[src/irb_pkg.sv]
// Shared constants and types of the serial register bank.
// Assumes one system clock and a synchronous active-high reset.
package irb_pkg;

  ////////////////////////////////////////////////////////////////////////////
  // Geometry of the bank.
  localparam int         DATA_W        = 8;                // Every register is one byte.
  localparam int         REG_COUNT     = 21;               // Registers 0x00 to 0x14.
  localparam int         IMG_W         = REG_COUNT * DATA_W;
  localparam logic [7:0] REG_LIMIT     = 8'h15;            // First index past the map.
  localparam logic [3:0] BITS_PER_BYTE = 4'h8;             // Bits before each acknowledge.
  localparam logic [6:0] DEV_ADDR_DEFAULT = 7'h60;         // Serial slave address.

  ////////////////////////////////////////////////////////////////////////////
  // Register indices.
  localparam logic [7:0] ADDR_DEVICE_REVISION         = 8'h00;
  localparam logic [7:0] ADDR_OTP_REVISION            = 8'h01;
  localparam logic [7:0] ADDR_BUCK_A_CONTROL_ONE      = 8'h02;
  localparam logic [7:0] ADDR_BUCK_A_CONTROL_TWO      = 8'h03;
  localparam logic [7:0] ADDR_BUCK_B_CONTROL_ONE      = 8'h04;
  localparam logic [7:0] ADDR_BUCK_B_CONTROL_TWO      = 8'h05;
  localparam logic [7:0] ADDR_BUCK_A_VOLTAGE_SET      = 8'h06;
  localparam logic [7:0] ADDR_BUCK_B_VOLTAGE_SET      = 8'h07;
  localparam logic [7:0] ADDR_LINREG_A_CONTROL        = 8'h08;
  localparam logic [7:0] ADDR_LINREG_B_CONTROL        = 8'h09;
  localparam logic [7:0] ADDR_LINREG_A_VOLTAGE_SET    = 8'h0a;
  localparam logic [7:0] ADDR_LINREG_B_VOLTAGE_SET    = 8'h0b;
  localparam logic [7:0] ADDR_BUCK_A_SEQUENCE_DELAYS  = 8'h0c;
  localparam logic [7:0] ADDR_BUCK_B_SEQUENCE_DELAYS  = 8'h0d;
  localparam logic [7:0] ADDR_LINREG_A_SEQUENCE_DELAYS = 8'h0e;
  localparam logic [7:0] ADDR_LINREG_B_SEQUENCE_DELAYS = 8'h0f;
  localparam logic [7:0] ADDR_OUTPUT_A_SEQUENCE_DELAYS = 8'h10;
  localparam logic [7:0] ADDR_OUTPUT_B_SEQUENCE_DELAYS = 8'h11;
  localparam logic [7:0] ADDR_GENERAL_OUTPUT_CONTROL  = 8'h12;
  localparam logic [7:0] ADDR_GENERAL_CONFIGURATION   = 8'h13;
  localparam logic [7:0] ADDR_CLOCK_SYNC_CONTROL      = 8'h14;

  ////////////////////////////////////////////////////////////////////////////
  // Byte images, register 0x14 leftmost and register 0x00 rightmost.
  // Fixed values after reset; only the revision's low field is nonzero.
  localparam logic [IMG_W-1:0] RESET_IMAGE = {{20{8'h00}}, 8'h02};
  // Writable bits; reserved bits and the identification bytes stay put.
  localparam logic [IMG_W-1:0] WRITE_MASK = {
    8'h5f, 8'h7f, 8'h77, {6{8'hff}}, 8'h1f, 8'h1f, 8'h07, 8'h07,
    8'hff, 8'hff, 8'h3f, 8'h0f, 8'h3f, 8'h3f, 8'h00, 8'h00};
  // Bits whose power-up value comes from one-time-programmable memory.
  localparam logic [IMG_W-1:0] OTP_MASK = {
    {9{8'h00}}, 8'h1f, 8'h1f, {2{8'h00}}, 8'hff, 8'hff, {4{8'h00}}, 8'hff, 8'hc0};

  ////////////////////////////////////////////////////////////////////////////
  // Serial slave states.
  typedef enum logic [3:0] {
    ST_IDLE      = 4'h0,
    ST_ADDR      = 4'h1,
    ST_ADDR_ACK  = 4'h2,
    ST_REG       = 4'h3,
    ST_REG_ACK   = 4'h4,
    ST_WDATA     = 4'h5,
    ST_WDATA_ACK = 4'h6,
    ST_RDATA     = 4'h7,
    ST_RDATA_ACK = 4'h8
  } irb_state_type;

endpackage : irb_pkg

[src/irb_bank_top.sv]
// Serial slave and register bank of the power-management controller.
// Assumes scl_in and sda_in are already synchronous to sys_clk and that
// every serial level lasts at least two clock cycles.
//
// Behaviour
// - Store each written byte, then advance index.
// - Reads never advance the register index.
// - Acknowledge address, register and every data byte.
// - All control held in serially reachable bytes.
// - Fixed reset values; programmed bits load separately.
// - Seven-bit address, direction bit, register, data.
`timescale 1ns/100ps
module irb_bank_top
  import irb_pkg::*;
#(
  parameter logic [6:0] DEV_ADDR = DEV_ADDR_DEFAULT  // Slave address on the bus.
)(
  input  wire logic             sys_clk,
  input  wire logic             sys_rst,
  input  wire logic             scl_in,     // Serial clock level.
  input  wire logic             sda_in,     // Serial data level on the wire.
  output logic                  sda_out,    // Data driven when enabled, always low.
  output logic                  sda_oe,     // High while pulling the data line.
  input  wire logic             otp_load,   // One-cycle load of programmed bits.
  input  wire logic [IMG_W-1:0] otp_image,  // Programmed register values.
  output logic      [IMG_W-1:0] reg_image   // All register contents.
);

  ////////////////////////////////////////////////////////////////////////////
  // State of the serial engine.
  irb_state_type state;          // Position within the transfer.
  irb_state_type next_state;
  logic [3:0]    bit_cnt;        // Clock rises seen in the current byte.
  logic [3:0]    next_bit_cnt;
  logic [7:0]    shift;          // Byte being received or sent.
  logic [7:0]    next_shift;
  logic [7:0]    index;          // Register index counter.
  logic [7:0]    next_index;
  logic          rw;             // Direction taken from the address byte.
  logic          next_rw;
  logic          master_ack;     // Host acknowledged the last read byte.
  logic          next_master_ack;
  logic          next_sda_oe;
  logic          wr_en;          // Write strobe to the store.
  logic          next_wr_en;
  logic          scl_prev;       // Previous samples for edge detection.
  logic          sda_prev;
  logic [7:0]    rd_data;        // Byte at the current index.

  // Bus events derived from the current and previous samples.
  logic scl_rise;
  logic scl_fall;
  logic start_det;
  logic stop_det;

  always_comb begin
    scl_rise  = scl_in & ~scl_prev;
    scl_fall  = ~scl_in & scl_prev;
    start_det = scl_in & scl_prev & sda_prev & ~sda_in;
    stop_det  = scl_in & scl_prev & ~sda_prev & sda_in;
  end

  ////////////////////////////////////////////////////////////////////////////
  // Next-state logic of the serial engine.
  always_comb begin
    next_state      = state;
    next_bit_cnt    = bit_cnt;
    next_shift      = shift;
    next_index      = index;
    next_rw         = rw;
    next_master_ack = master_ack;
    next_sda_oe     = sda_oe;
    next_wr_en      = 1'b0;
    // The byte is stored at the old index on this same edge; the index moves on with it.
    if (wr_en) begin
      next_index = index + 8'h01;
    end
    if (stop_det) begin
      // A stop always frees the line and ends the transfer.
      next_state  = ST_IDLE;
      next_sda_oe = 1'b0;
    end else if (start_det) begin
      // A repeated start behaves exactly like a first start.
      next_state   = ST_ADDR;
      next_bit_cnt = 4'h0;
      next_sda_oe  = 1'b0;
    end else begin
      case (state)
        ST_IDLE: begin
          next_sda_oe = 1'b0;
        end
        ST_ADDR, ST_REG, ST_WDATA: begin
          // Bits arrive most significant first, taken on the rising clock.
          if (scl_rise) begin
            next_shift   = {shift[6:0], sda_in};
            next_bit_cnt = bit_cnt + 4'h1;
          end else if (scl_fall && (bit_cnt == BITS_PER_BYTE)) begin
            if (state == ST_ADDR) begin
              if (shift[7:1] == DEV_ADDR) begin
                // Low direction bit is a write, high a read.
                next_rw     = shift[0];
                next_sda_oe = 1'b1;
                next_state  = ST_ADDR_ACK;
              end else begin
                // Another slave is addressed; stay off the line.
                next_state = ST_IDLE;
              end
            end else if (state == ST_REG) begin
              // Second byte selects the register.
              next_index  = shift;
              next_sda_oe = 1'b1;
              next_state  = ST_REG_ACK;
            end else begin
              // Every data byte is acknowledged, mapped or not.
              next_wr_en  = 1'b1;
              next_sda_oe = 1'b1;
              next_state  = ST_WDATA_ACK;
            end
          end
        end
        ST_ADDR_ACK, ST_REG_ACK, ST_WDATA_ACK: begin
          // The acknowledge is held through the ninth clock and released after.
          if (scl_fall) begin
            next_bit_cnt = 4'h0;
            next_sda_oe  = 1'b0;
            if (state == ST_ADDR_ACK && rw) begin
              next_shift  = rd_data;
              next_sda_oe = ~rd_data[7];
              next_state  = ST_RDATA;
            end else if (state == ST_ADDR_ACK) begin
              next_state = ST_REG;
            end else begin
              next_state = ST_WDATA;
            end
          end
        end
        ST_RDATA: begin
          // Open drain: the line is pulled only for zero bits.
          if (scl_rise) begin
            next_bit_cnt = bit_cnt + 4'h1;
          end else if (scl_fall && (bit_cnt == BITS_PER_BYTE)) begin
            next_sda_oe = 1'b0;
            next_state  = ST_RDATA_ACK;
          end else if (scl_fall) begin
            next_shift  = {shift[6:0], 1'b0};
            next_sda_oe = ~shift[6];
          end
        end
        ST_RDATA_ACK: begin
          if (scl_rise) begin
            next_master_ack = ~sda_in;
          end else if (scl_fall && master_ack) begin
            // Further read bytes repeat the same register; index stays.
            next_shift   = rd_data;
            next_sda_oe  = ~rd_data[7];
            next_bit_cnt = 4'h0;
            next_state   = ST_RDATA;
          end else if (scl_fall) begin
            // A not-acknowledge ends the read; wait for stop or start.
            next_state = ST_IDLE;
          end
        end
        default: begin
          next_state  = ST_IDLE;
          next_sda_oe = 1'b0;
        end
      endcase
    end
  end

  ////////////////////////////////////////////////////////////////////////////
  // Registers of the serial engine; the idle bus is high on both wires.
  always_ff @(posedge sys_clk) begin
    if (sys_rst) begin
      state      <= ST_IDLE;
      bit_cnt    <= 4'h0;
      shift      <= 8'h00;
      index      <= 8'h00;
      rw         <= 1'b0;
      master_ack <= 1'b0;
      sda_oe     <= 1'b0;
      sda_out    <= 1'b0;
      wr_en      <= 1'b0;
      scl_prev   <= 1'b1;
      sda_prev   <= 1'b1;
    end else begin
      state      <= next_state;
      bit_cnt    <= next_bit_cnt;
      shift      <= next_shift;
      index      <= next_index;
      rw         <= next_rw;
      master_ack <= next_master_ack;
      sda_oe     <= next_sda_oe;
      sda_out    <= 1'b0;
      wr_en      <= next_wr_en;
      scl_prev   <= scl_in;
      sda_prev   <= sda_in;
    end
  end

  ////////////////////////////////////////////////////////////////////////////
  // Register store; reads and writes share the one index counter.
  irb_reg_mem u_mem (
    .sys_clk   (sys_clk),
    .sys_rst   (sys_rst),
    .wr_en     (wr_en),
    .wr_addr   (index),
    .wr_data   (shift),
    .rd_addr   (index),
    .rd_data   (rd_data),
    .otp_load  (otp_load),
    .otp_image (otp_image),
    .reg_image (reg_image)
  );

  ////////////////////////////////////////////////////////////////////////////
  // Checks.
  property p_index_advance;
    @(posedge sys_clk) disable iff (sys_rst)
      (wr_en && !stop_det && !start_det) |=> (index == $past(index) + 8'h01);
  endproperty
  a_index_advance: assert property (p_index_advance)
    else $error("index did not advance after a stored byte");

  property p_read_index_still;
    @(posedge sys_clk) disable iff (sys_rst)
      (state == ST_RDATA || state == ST_RDATA_ACK) |=> (index == $past(index));
  endproperty
  a_read_index_still: assert property (p_read_index_still)
    else $error("index moved during a read");

  property p_data_ack;
    @(posedge sys_clk) disable iff (sys_rst)
      (state == ST_WDATA && scl_fall && bit_cnt == BITS_PER_BYTE && !start_det) |=>
        (sda_oe && wr_en && state == ST_WDATA_ACK) ##1 (wr_en == 1'b0);
  endproperty
  a_data_ack: assert property (p_data_ack)
    else $error("data byte not acknowledged");

  property p_reg_ack;
    @(posedge sys_clk) disable iff (sys_rst)
      (state == ST_REG && scl_fall && bit_cnt == BITS_PER_BYTE && !start_det) |=>
        (sda_oe && index == $past(shift));
  endproperty
  a_reg_ack: assert property (p_reg_ack)
    else $error("register byte not taken and acknowledged");

  property p_addr_miss;
    @(posedge sys_clk) disable iff (sys_rst)
      (state == ST_ADDR && scl_fall && bit_cnt == BITS_PER_BYTE && !start_det &&
       shift[7:1] != DEV_ADDR) |=> (state == ST_IDLE && !sda_oe);
  endproperty
  a_addr_miss: assert property (p_addr_miss)
    else $error("foreign address was answered");

  property p_read_load;
    @(posedge sys_clk) disable iff (sys_rst)
      (state == ST_ADDR_ACK && rw && scl_fall && !start_det && !stop_det) |=>
        (shift == $past(rd_data) && sda_oe == ~$past(rd_data[7]));
  endproperty
  a_read_load: assert property (p_read_load)
    else $error("read byte not taken from the register");

endmodule : irb_bank_top

[src/irb_reg_mem.sv]
// Byte-wide register store with a registered read port.
// Assumes the serial engine presents one write pulse per data byte.
`timescale 1ns/100ps
module irb_reg_mem
  import irb_pkg::*;
(
  input  wire logic             sys_clk,
  input  wire logic             sys_rst,
  input  wire logic             wr_en,      // One-cycle write strobe.
  input  wire logic [7:0]       wr_addr,    // Register index written.
  input  wire logic [7:0]       wr_data,    // Byte written.
  input  wire logic [7:0]       rd_addr,    // Register index read.
  output logic      [7:0]       rd_data,    // Registered read byte.
  input  wire logic             otp_load,   // One-cycle load of programmed bits.
  input  wire logic [IMG_W-1:0] otp_image,  // Programmed values, same layout.
  output logic      [IMG_W-1:0] reg_image   // All registers, for the regulators.
);

  ////////////////////////////////////////////////////////////////////////////
  // Byte selection, shared by the read port and the checks.
  function automatic logic [7:0] byte_of(input logic [IMG_W-1:0] img,
                                         input logic [7:0] idx);
    byte_of = (idx < REG_LIMIT) ? img[int'(idx) * DATA_W +: DATA_W] : 8'h00;
  endfunction : byte_of

  logic [IMG_W-1:0] next_image;   // Next value of every register.
  logic [7:0]       next_rd_data; // Next read byte.

  ////////////////////////////////////////////////////////////////////////////
  // One update path per register; the programmed load wins over a write.
  for (genvar g = 0; g < REG_COUNT; g++) begin : g_reg
    localparam logic [7:0] IDX = 8'(g);
    localparam logic [7:0] WM  = WRITE_MASK[g*DATA_W +: DATA_W];
    localparam logic [7:0] OM  = OTP_MASK[g*DATA_W +: DATA_W];
    always_comb begin
      next_image[g*DATA_W +: DATA_W] = reg_image[g*DATA_W +: DATA_W];
      if (otp_load) begin
        // Programmed bits take their values, the rest keep theirs.
        next_image[g*DATA_W +: DATA_W] = (reg_image[g*DATA_W +: DATA_W] & ~OM) |
                                         (otp_image[g*DATA_W +: DATA_W] & OM);
      end else if (wr_en && (wr_addr == IDX)) begin
        // Read-only and reserved bits are masked, so such writes change nothing.
        next_image[g*DATA_W +: DATA_W] = (reg_image[g*DATA_W +: DATA_W] & ~WM) |
                                         (wr_data & WM);
      end
    end
  end

  // Read byte is looked up every cycle; indices past the map read zero.
  always_comb begin
    next_rd_data = byte_of(reg_image, rd_addr);
  end

  ////////////////////////////////////////////////////////////////////////////
  // Registers of the store.
  always_ff @(posedge sys_clk) begin
    if (sys_rst) begin
      reg_image <= RESET_IMAGE;
      rd_data   <= 8'h00;
    end else begin
      reg_image <= next_image;
      rd_data   <= next_rd_data;
    end
  end

  ////////////////////////////////////////////////////////////////////////////
  // Checks.
  property p_write_lands;
    @(posedge sys_clk) disable iff (sys_rst)
      (wr_en && !otp_load && (wr_addr < REG_LIMIT)) |=>
        ((byte_of(reg_image, $past(wr_addr)) & byte_of(WRITE_MASK, $past(wr_addr))) ==
         ($past(wr_data) & byte_of(WRITE_MASK, $past(wr_addr))));
  endproperty
  a_write_lands: assert property (p_write_lands)
    else $error("written byte did not land in its register");

  property p_read_only;
    @(posedge sys_clk) disable iff (sys_rst)
      (wr_en && !otp_load && (wr_addr < ADDR_BUCK_A_CONTROL_ONE)) |=>
        (reg_image == $past(reg_image));
  endproperty
  a_read_only: assert property (p_read_only)
    else $error("write changed an identification register");

  property p_otp_load;
    @(posedge sys_clk) disable iff (sys_rst)
      otp_load |=> ((reg_image & OTP_MASK) == ($past(otp_image) & OTP_MASK));
  endproperty
  a_otp_load: assert property (p_otp_load)
    else $error("programmed bits not taken from the load");

endmodule : irb_reg_mem
[config.mk]
export PLATFORM = sky130hd
export DESIGN_NAME = irb_bank_top
export DESIGN_NICKNAME = d
export VERILOG_FILES = /design/src/irb_pkg.sv /design/src/irb_bank_top.sv /design/src/irb_reg_mem.sv
export SDC_FILE = /design/constraint.sdc
export NUM_CORES = 1
export LEC_CHECK = 0
export ABC_CLOCK_PERIOD_IN_PS = 3000
export BUFFER_PORTS_ARGS = -buffer_cell sky130_fd_sc_hd__buf_2
export CELL_PAD_IN_SITES_DETAIL_PLACEMENT = 0
export CELL_PAD_IN_SITES_GLOBAL_PLACEMENT = 1
export CORE_UTILIZATION = 36
export DETAILED_ROUTE_END_ITERATION = 16
export HOLD_SLACK_MARGIN = 0.1
export PLACE_DENSITY_LB_ADDON = 0.1
export SYNTH_ARGS = -nofsm -noshare
export SYNTH_HDL_FRONTEND = slang
export SYNTH_SLANG_ARGS = --single-unit
[constraint.sdc]
create_clock -name sys_clk -period 3 [get_ports sys_clk]
set_clock_uncertainty 0.1 [all_clocks]
set_input_delay 0 -clock sys_clk [delete_from_list [all_inputs] [get_ports sys_clk]]
set_output_delay 0 -clock sys_clk [all_outputs]
set_load 0.005 [all_outputs]
==> results.tsv <==
stage	metric	value	unit
drt	DR pass1 iterations	4	
power	combinational power share	7.9	%
yosys	Synth Instances	970	
clocking	Longest Clk Path Bufs	2	
clocking	TritonCTS clock tree	yes	
die	core area	0.0235	mm2
grt	initial antenna violation count	0	
grt	overall routing resource usage	24.7	%
die	Initial Util	36.8	%
drt	ANT nets after route	0	
grt	first-pass GRT wire length	45.7	mm
placement	GP Congestion	0.849	
yosys	Synth async-reset ratio	0	%
die	Std-Cell Rows	56	
finish	Final #Nets	1360	
yosys	Syn. warnings	0	
yosys	syn_area_per_cell	8.93	um2
power	Lkg Pwr	4.61	nW
setup_path	Setup crit end kind	flip-flop	
power	sequential fraction of design power	46.8	%
sta	pin slew with the least headroom to its limit	0.690	ns
placement	hpwl dp	20.7	mm
drt	# DRC	0	
setup_path	worst path cell trace	or4_4 > nor3_4 > mux2_2 > nand2_1 > a21oi_1 > dlygate4sd3_1	
yosys	post-synthesis cell type count	67	
yosys	Seq/Total Area, Yosys	39.0	%
sta	Setup-failing EPs final	0	
clocking	CTS Buf Count	17	
sta	Setup TNS	0	ns
sta	worst hold margin	0.152	ns
setup_path	WP data required	3.23	ns
drt	mean number of vias per cell	5.20	
finish	ant diodes	0	
sta	Worst slew margin	54.0	%
yosys	Yosys reg bits	169	
drt	Vias	7857	
drt	Avg WL per Cell	20.1	um
placement	PortBufs	172	
die	Die X	157	um
sta	RSZ-0062 raised after global routing	false	
run_status	status	completed	
clocking	Worst-path clk slew	0.07	ns
clocking	Setup Fix Bufs, Post-CTS	0	
power	switching power	1.33	mW
sta	final worst path period need	2.77	ns
die	I/O pin cnt	343	
power	Sw Ratio	26.6	%
finish	layout cell share with drive strength beyond 1	24.0	%
clocking	CTS Root Buffer Type	clkbuf_16	
clocking	Worst-Skew Late Latency	0.44	ns
power	power density cells	456	mW/mm2
setup_path	Worst setup SP type	flip-flop	
sta	f_max	361	MHz
sta	Fin. Hold Viols	0	
min_path	HP Class	in -> reg	
grt	largest net degree at the start of global routing	126	
grt	vias in the first global route	7520	
drt	initial DRC count	369	
drt	WL final	30.4	mm
clocking	clock sink count	169	
finish	P&R area growth vs syn	26.3	%
die	die area	0.0247	mm2
setup_path	Crit Path Class	reg -> reg	
job	max capacitance violation total	0	
yosys	Post-synth EDFFs	0	
clocking	H-tree levels	4	
yosys	Synth Flop Type	dfxtp_1	
die	chip height	157	um
sta	fin. max-slew vios	0	
setup_path	Worst Path Buf+Inv	1	
setup_path	CP max stage cell	or4_4	
power	Peak VDD IR	0.000251	V
setup_path	critical path's largest stage delay	0.65	ns
yosys	Cell Area, Synth	0.00866	mm2
power	Int Power	3.66	mW
finish	Layout fillers	2371	
setup_path	critical path arrival	3.00	ns
power	Clk network pwr share	45.4	%
sta	crit share post-route	92.4	%
grt	GRT Residual Overflow	0	
setup_path	Max FO, Critical Path	14	
setup_path	CP top delay family	simple AND/OR/NAND/NOR gates	
per-stage QoR:
step / power [mW] / cell area, um2 / setup slack [ns] / util (%) / instances
2_1_floorplan: 2.62 / 8800 / 0.800 / - / 1006
3_3_place_gp: 2.72 / 9780 / 0.536 / 41.5 / 1423
3_5_place_dp: 2.71 / 9780 / 0.549 / 41.5 / 1423
4_1_cts: 5.03 / 10900 / 0.159 / 46.5 / 1511
5_1_grt: 5.18 / 10900 / 0.0818 / 46.5 / 1511
6_report: 4.99 / 10900 / 0.229 / 46.5 / 1511
logic make-up (layout without fill, tap and decap cells):
kind of cell	count (synthesis)	count (layout)	synth area share (%)
AO/OA/AOI/OAI	198	198	14.5
XOR/XNOR	8	8	0.809
adder cells (fa/ha/maj)	10	10	1.39
buffers and inverters	125	311	7.41
flip-flops	169	169	39.0
multiplexers	169	169	20.6
other	2	38	0.0867
AND/OR/NAND/NOR	289	289	16.1
power by group through the flow:
stage               Sequential [mW]  Clock (mW)  Combinational, mW
finish                         2.33        2.26              0.392
global route                   2.34        2.41              0.435
CTS                            2.33        2.31              0.392
detailed placement             2.38           0              0.331
global placement               2.38           0              0.332
floorplan                      2.37           0              0.249
per-layer routing:
| metal | part of all wire, % | GRT usage, % | wire length [um] | up-vias |
|---|---|---|---|---|
| li1 | - | - | - | 3788 |
| met1 | 47 | 34.3 | 14400 | 3781 |
| met2 | 45 | 38.1 | 13600 | 254 |
| met3 | 6.1 | 5.29 | 1860 | 34 |
| met4 | 1.7 | 7.58 | 528 | 0 |
| met5 | 0 | 0 | 0 | - |
sequential cells by signal, summed over array words and instances, names as in the netlist:
register / cells
sda_oe: 1
scl_prev: 1
rw: 1
index: 8
sda_prev: 1
shift: 8
state: 4
u_mem.rd_data: 8
bit_cnt: 4
u_mem.reg_image: 131
master_ack: 1
wr_en: 1
area by class of cell:
class,instances,area [um2],share of cell area [%]
timing repair buffer,265,1730,15.8
inverter,14,52.6,0.480
multi-input combinational,712,4770,43.6
clock buffer,17,425,3.89
tap,319,399,3.65
sequential,169,3390,31.0
clock inverter,15,173,1.58
tightest hold or removal path, stage by stage:
cell and delay, ns:
buf_2 0.11, nor2b_1 0.11, nand2_1 0.19, nor2_1 0.10
nand2_1 0.07, a21oi_1 0.05
final timing paths:
path,startpoint,to,slack [ns],cells past startpoint
setup / recovery,index[6]$_SDFF_PP0_,u_mem.reg_image[82]$_SDFFE_PP0P_,0.23,6
hold / removal,otp_load,u_mem.reg_image[106]$_SDFFE_PP0P_,0.15,6
setup reg to reg,index[6]$_SDFF_PP0_,u_mem.reg_image[82]$_SDFFE_PP0P_,0.23,6
hold reg to reg,bit_cnt[3]$_SDFFE_PP0P_,bit_cnt[3]$_SDFFE_PP0P_,0.37,1
what timing repair did:
item	in CTS	in global routing
hold buffers	56	0
setup endpoints to repair	0	1
resized for setup	0	1
hold endpoints to repair	77	0
synthesized netlist by cell type, drive strengths merged, types with 5 or more instances:
library cell | n | area [um2]
nand4 | 11 | 68.8
mux2 | 13 | 146
a21oi | 49 | 245
mux2i | 150 | 1500
a211oi | 32 | 240
nor3 | 9 | 67.6
inv | 14 | 52.6
clkbuf | 55 | 208
a221oi | 5 | 43.8
or2 | 6 | 37.5
nand2 | 56 | 213
buf | 56 | 382
mux4 | 6 | 135
o22ai | 19 | 119
o21ai | 46 | 230
nand3 | 10 | 50.1
nor2b | 12 | 75.1
dfxtp | 169 | 3380
xnor2 | 5 | 43.8
or3 | 10 | 62.6
ha | 8 | 100
o221ai | 5 | 43.8
a31oi | 7 | 43.8
a22oi | 7 | 52.6
nand2b | 11 | 68.8
nor2 | 147 | 592
placed cells by master, fill, tap and decap left out, types with 5 or more instances in the layout:
cell           synthesis  final
a221oi_1               5      5
xnor2_1                5      5
inv_1                 14     14
nor2_1               141    141
buf_2                 11    171
or3_1                 10     10
a211oi_1              32     32
mux4_2                 6      6
nand2b_1              11     11
nand3_1               10     10
a21oi_1               49     49
ha_1                   8      8
clkbuf_16              0     17
o221ai_1               5      5
clkinv_4               0      5
dfxtp_1              169    167
a22oi_1                7      7
nor2b_1               12     12
buf_4                 40     36
nand2_1               55     55
nand4_1               11     11
o22ai_1               19     19
a31oi_1                7      7
inv_8                  0      5
dlygate4sd3_1          0     56
nor3_1                 7      7
nor2_4                 5      5
conb_1                 2     38
mux2i_1              150    150
mux2_2                13     13
o21ai_0               46     46
or2_2                  6      6
Power figures use the tool's default switching activity.
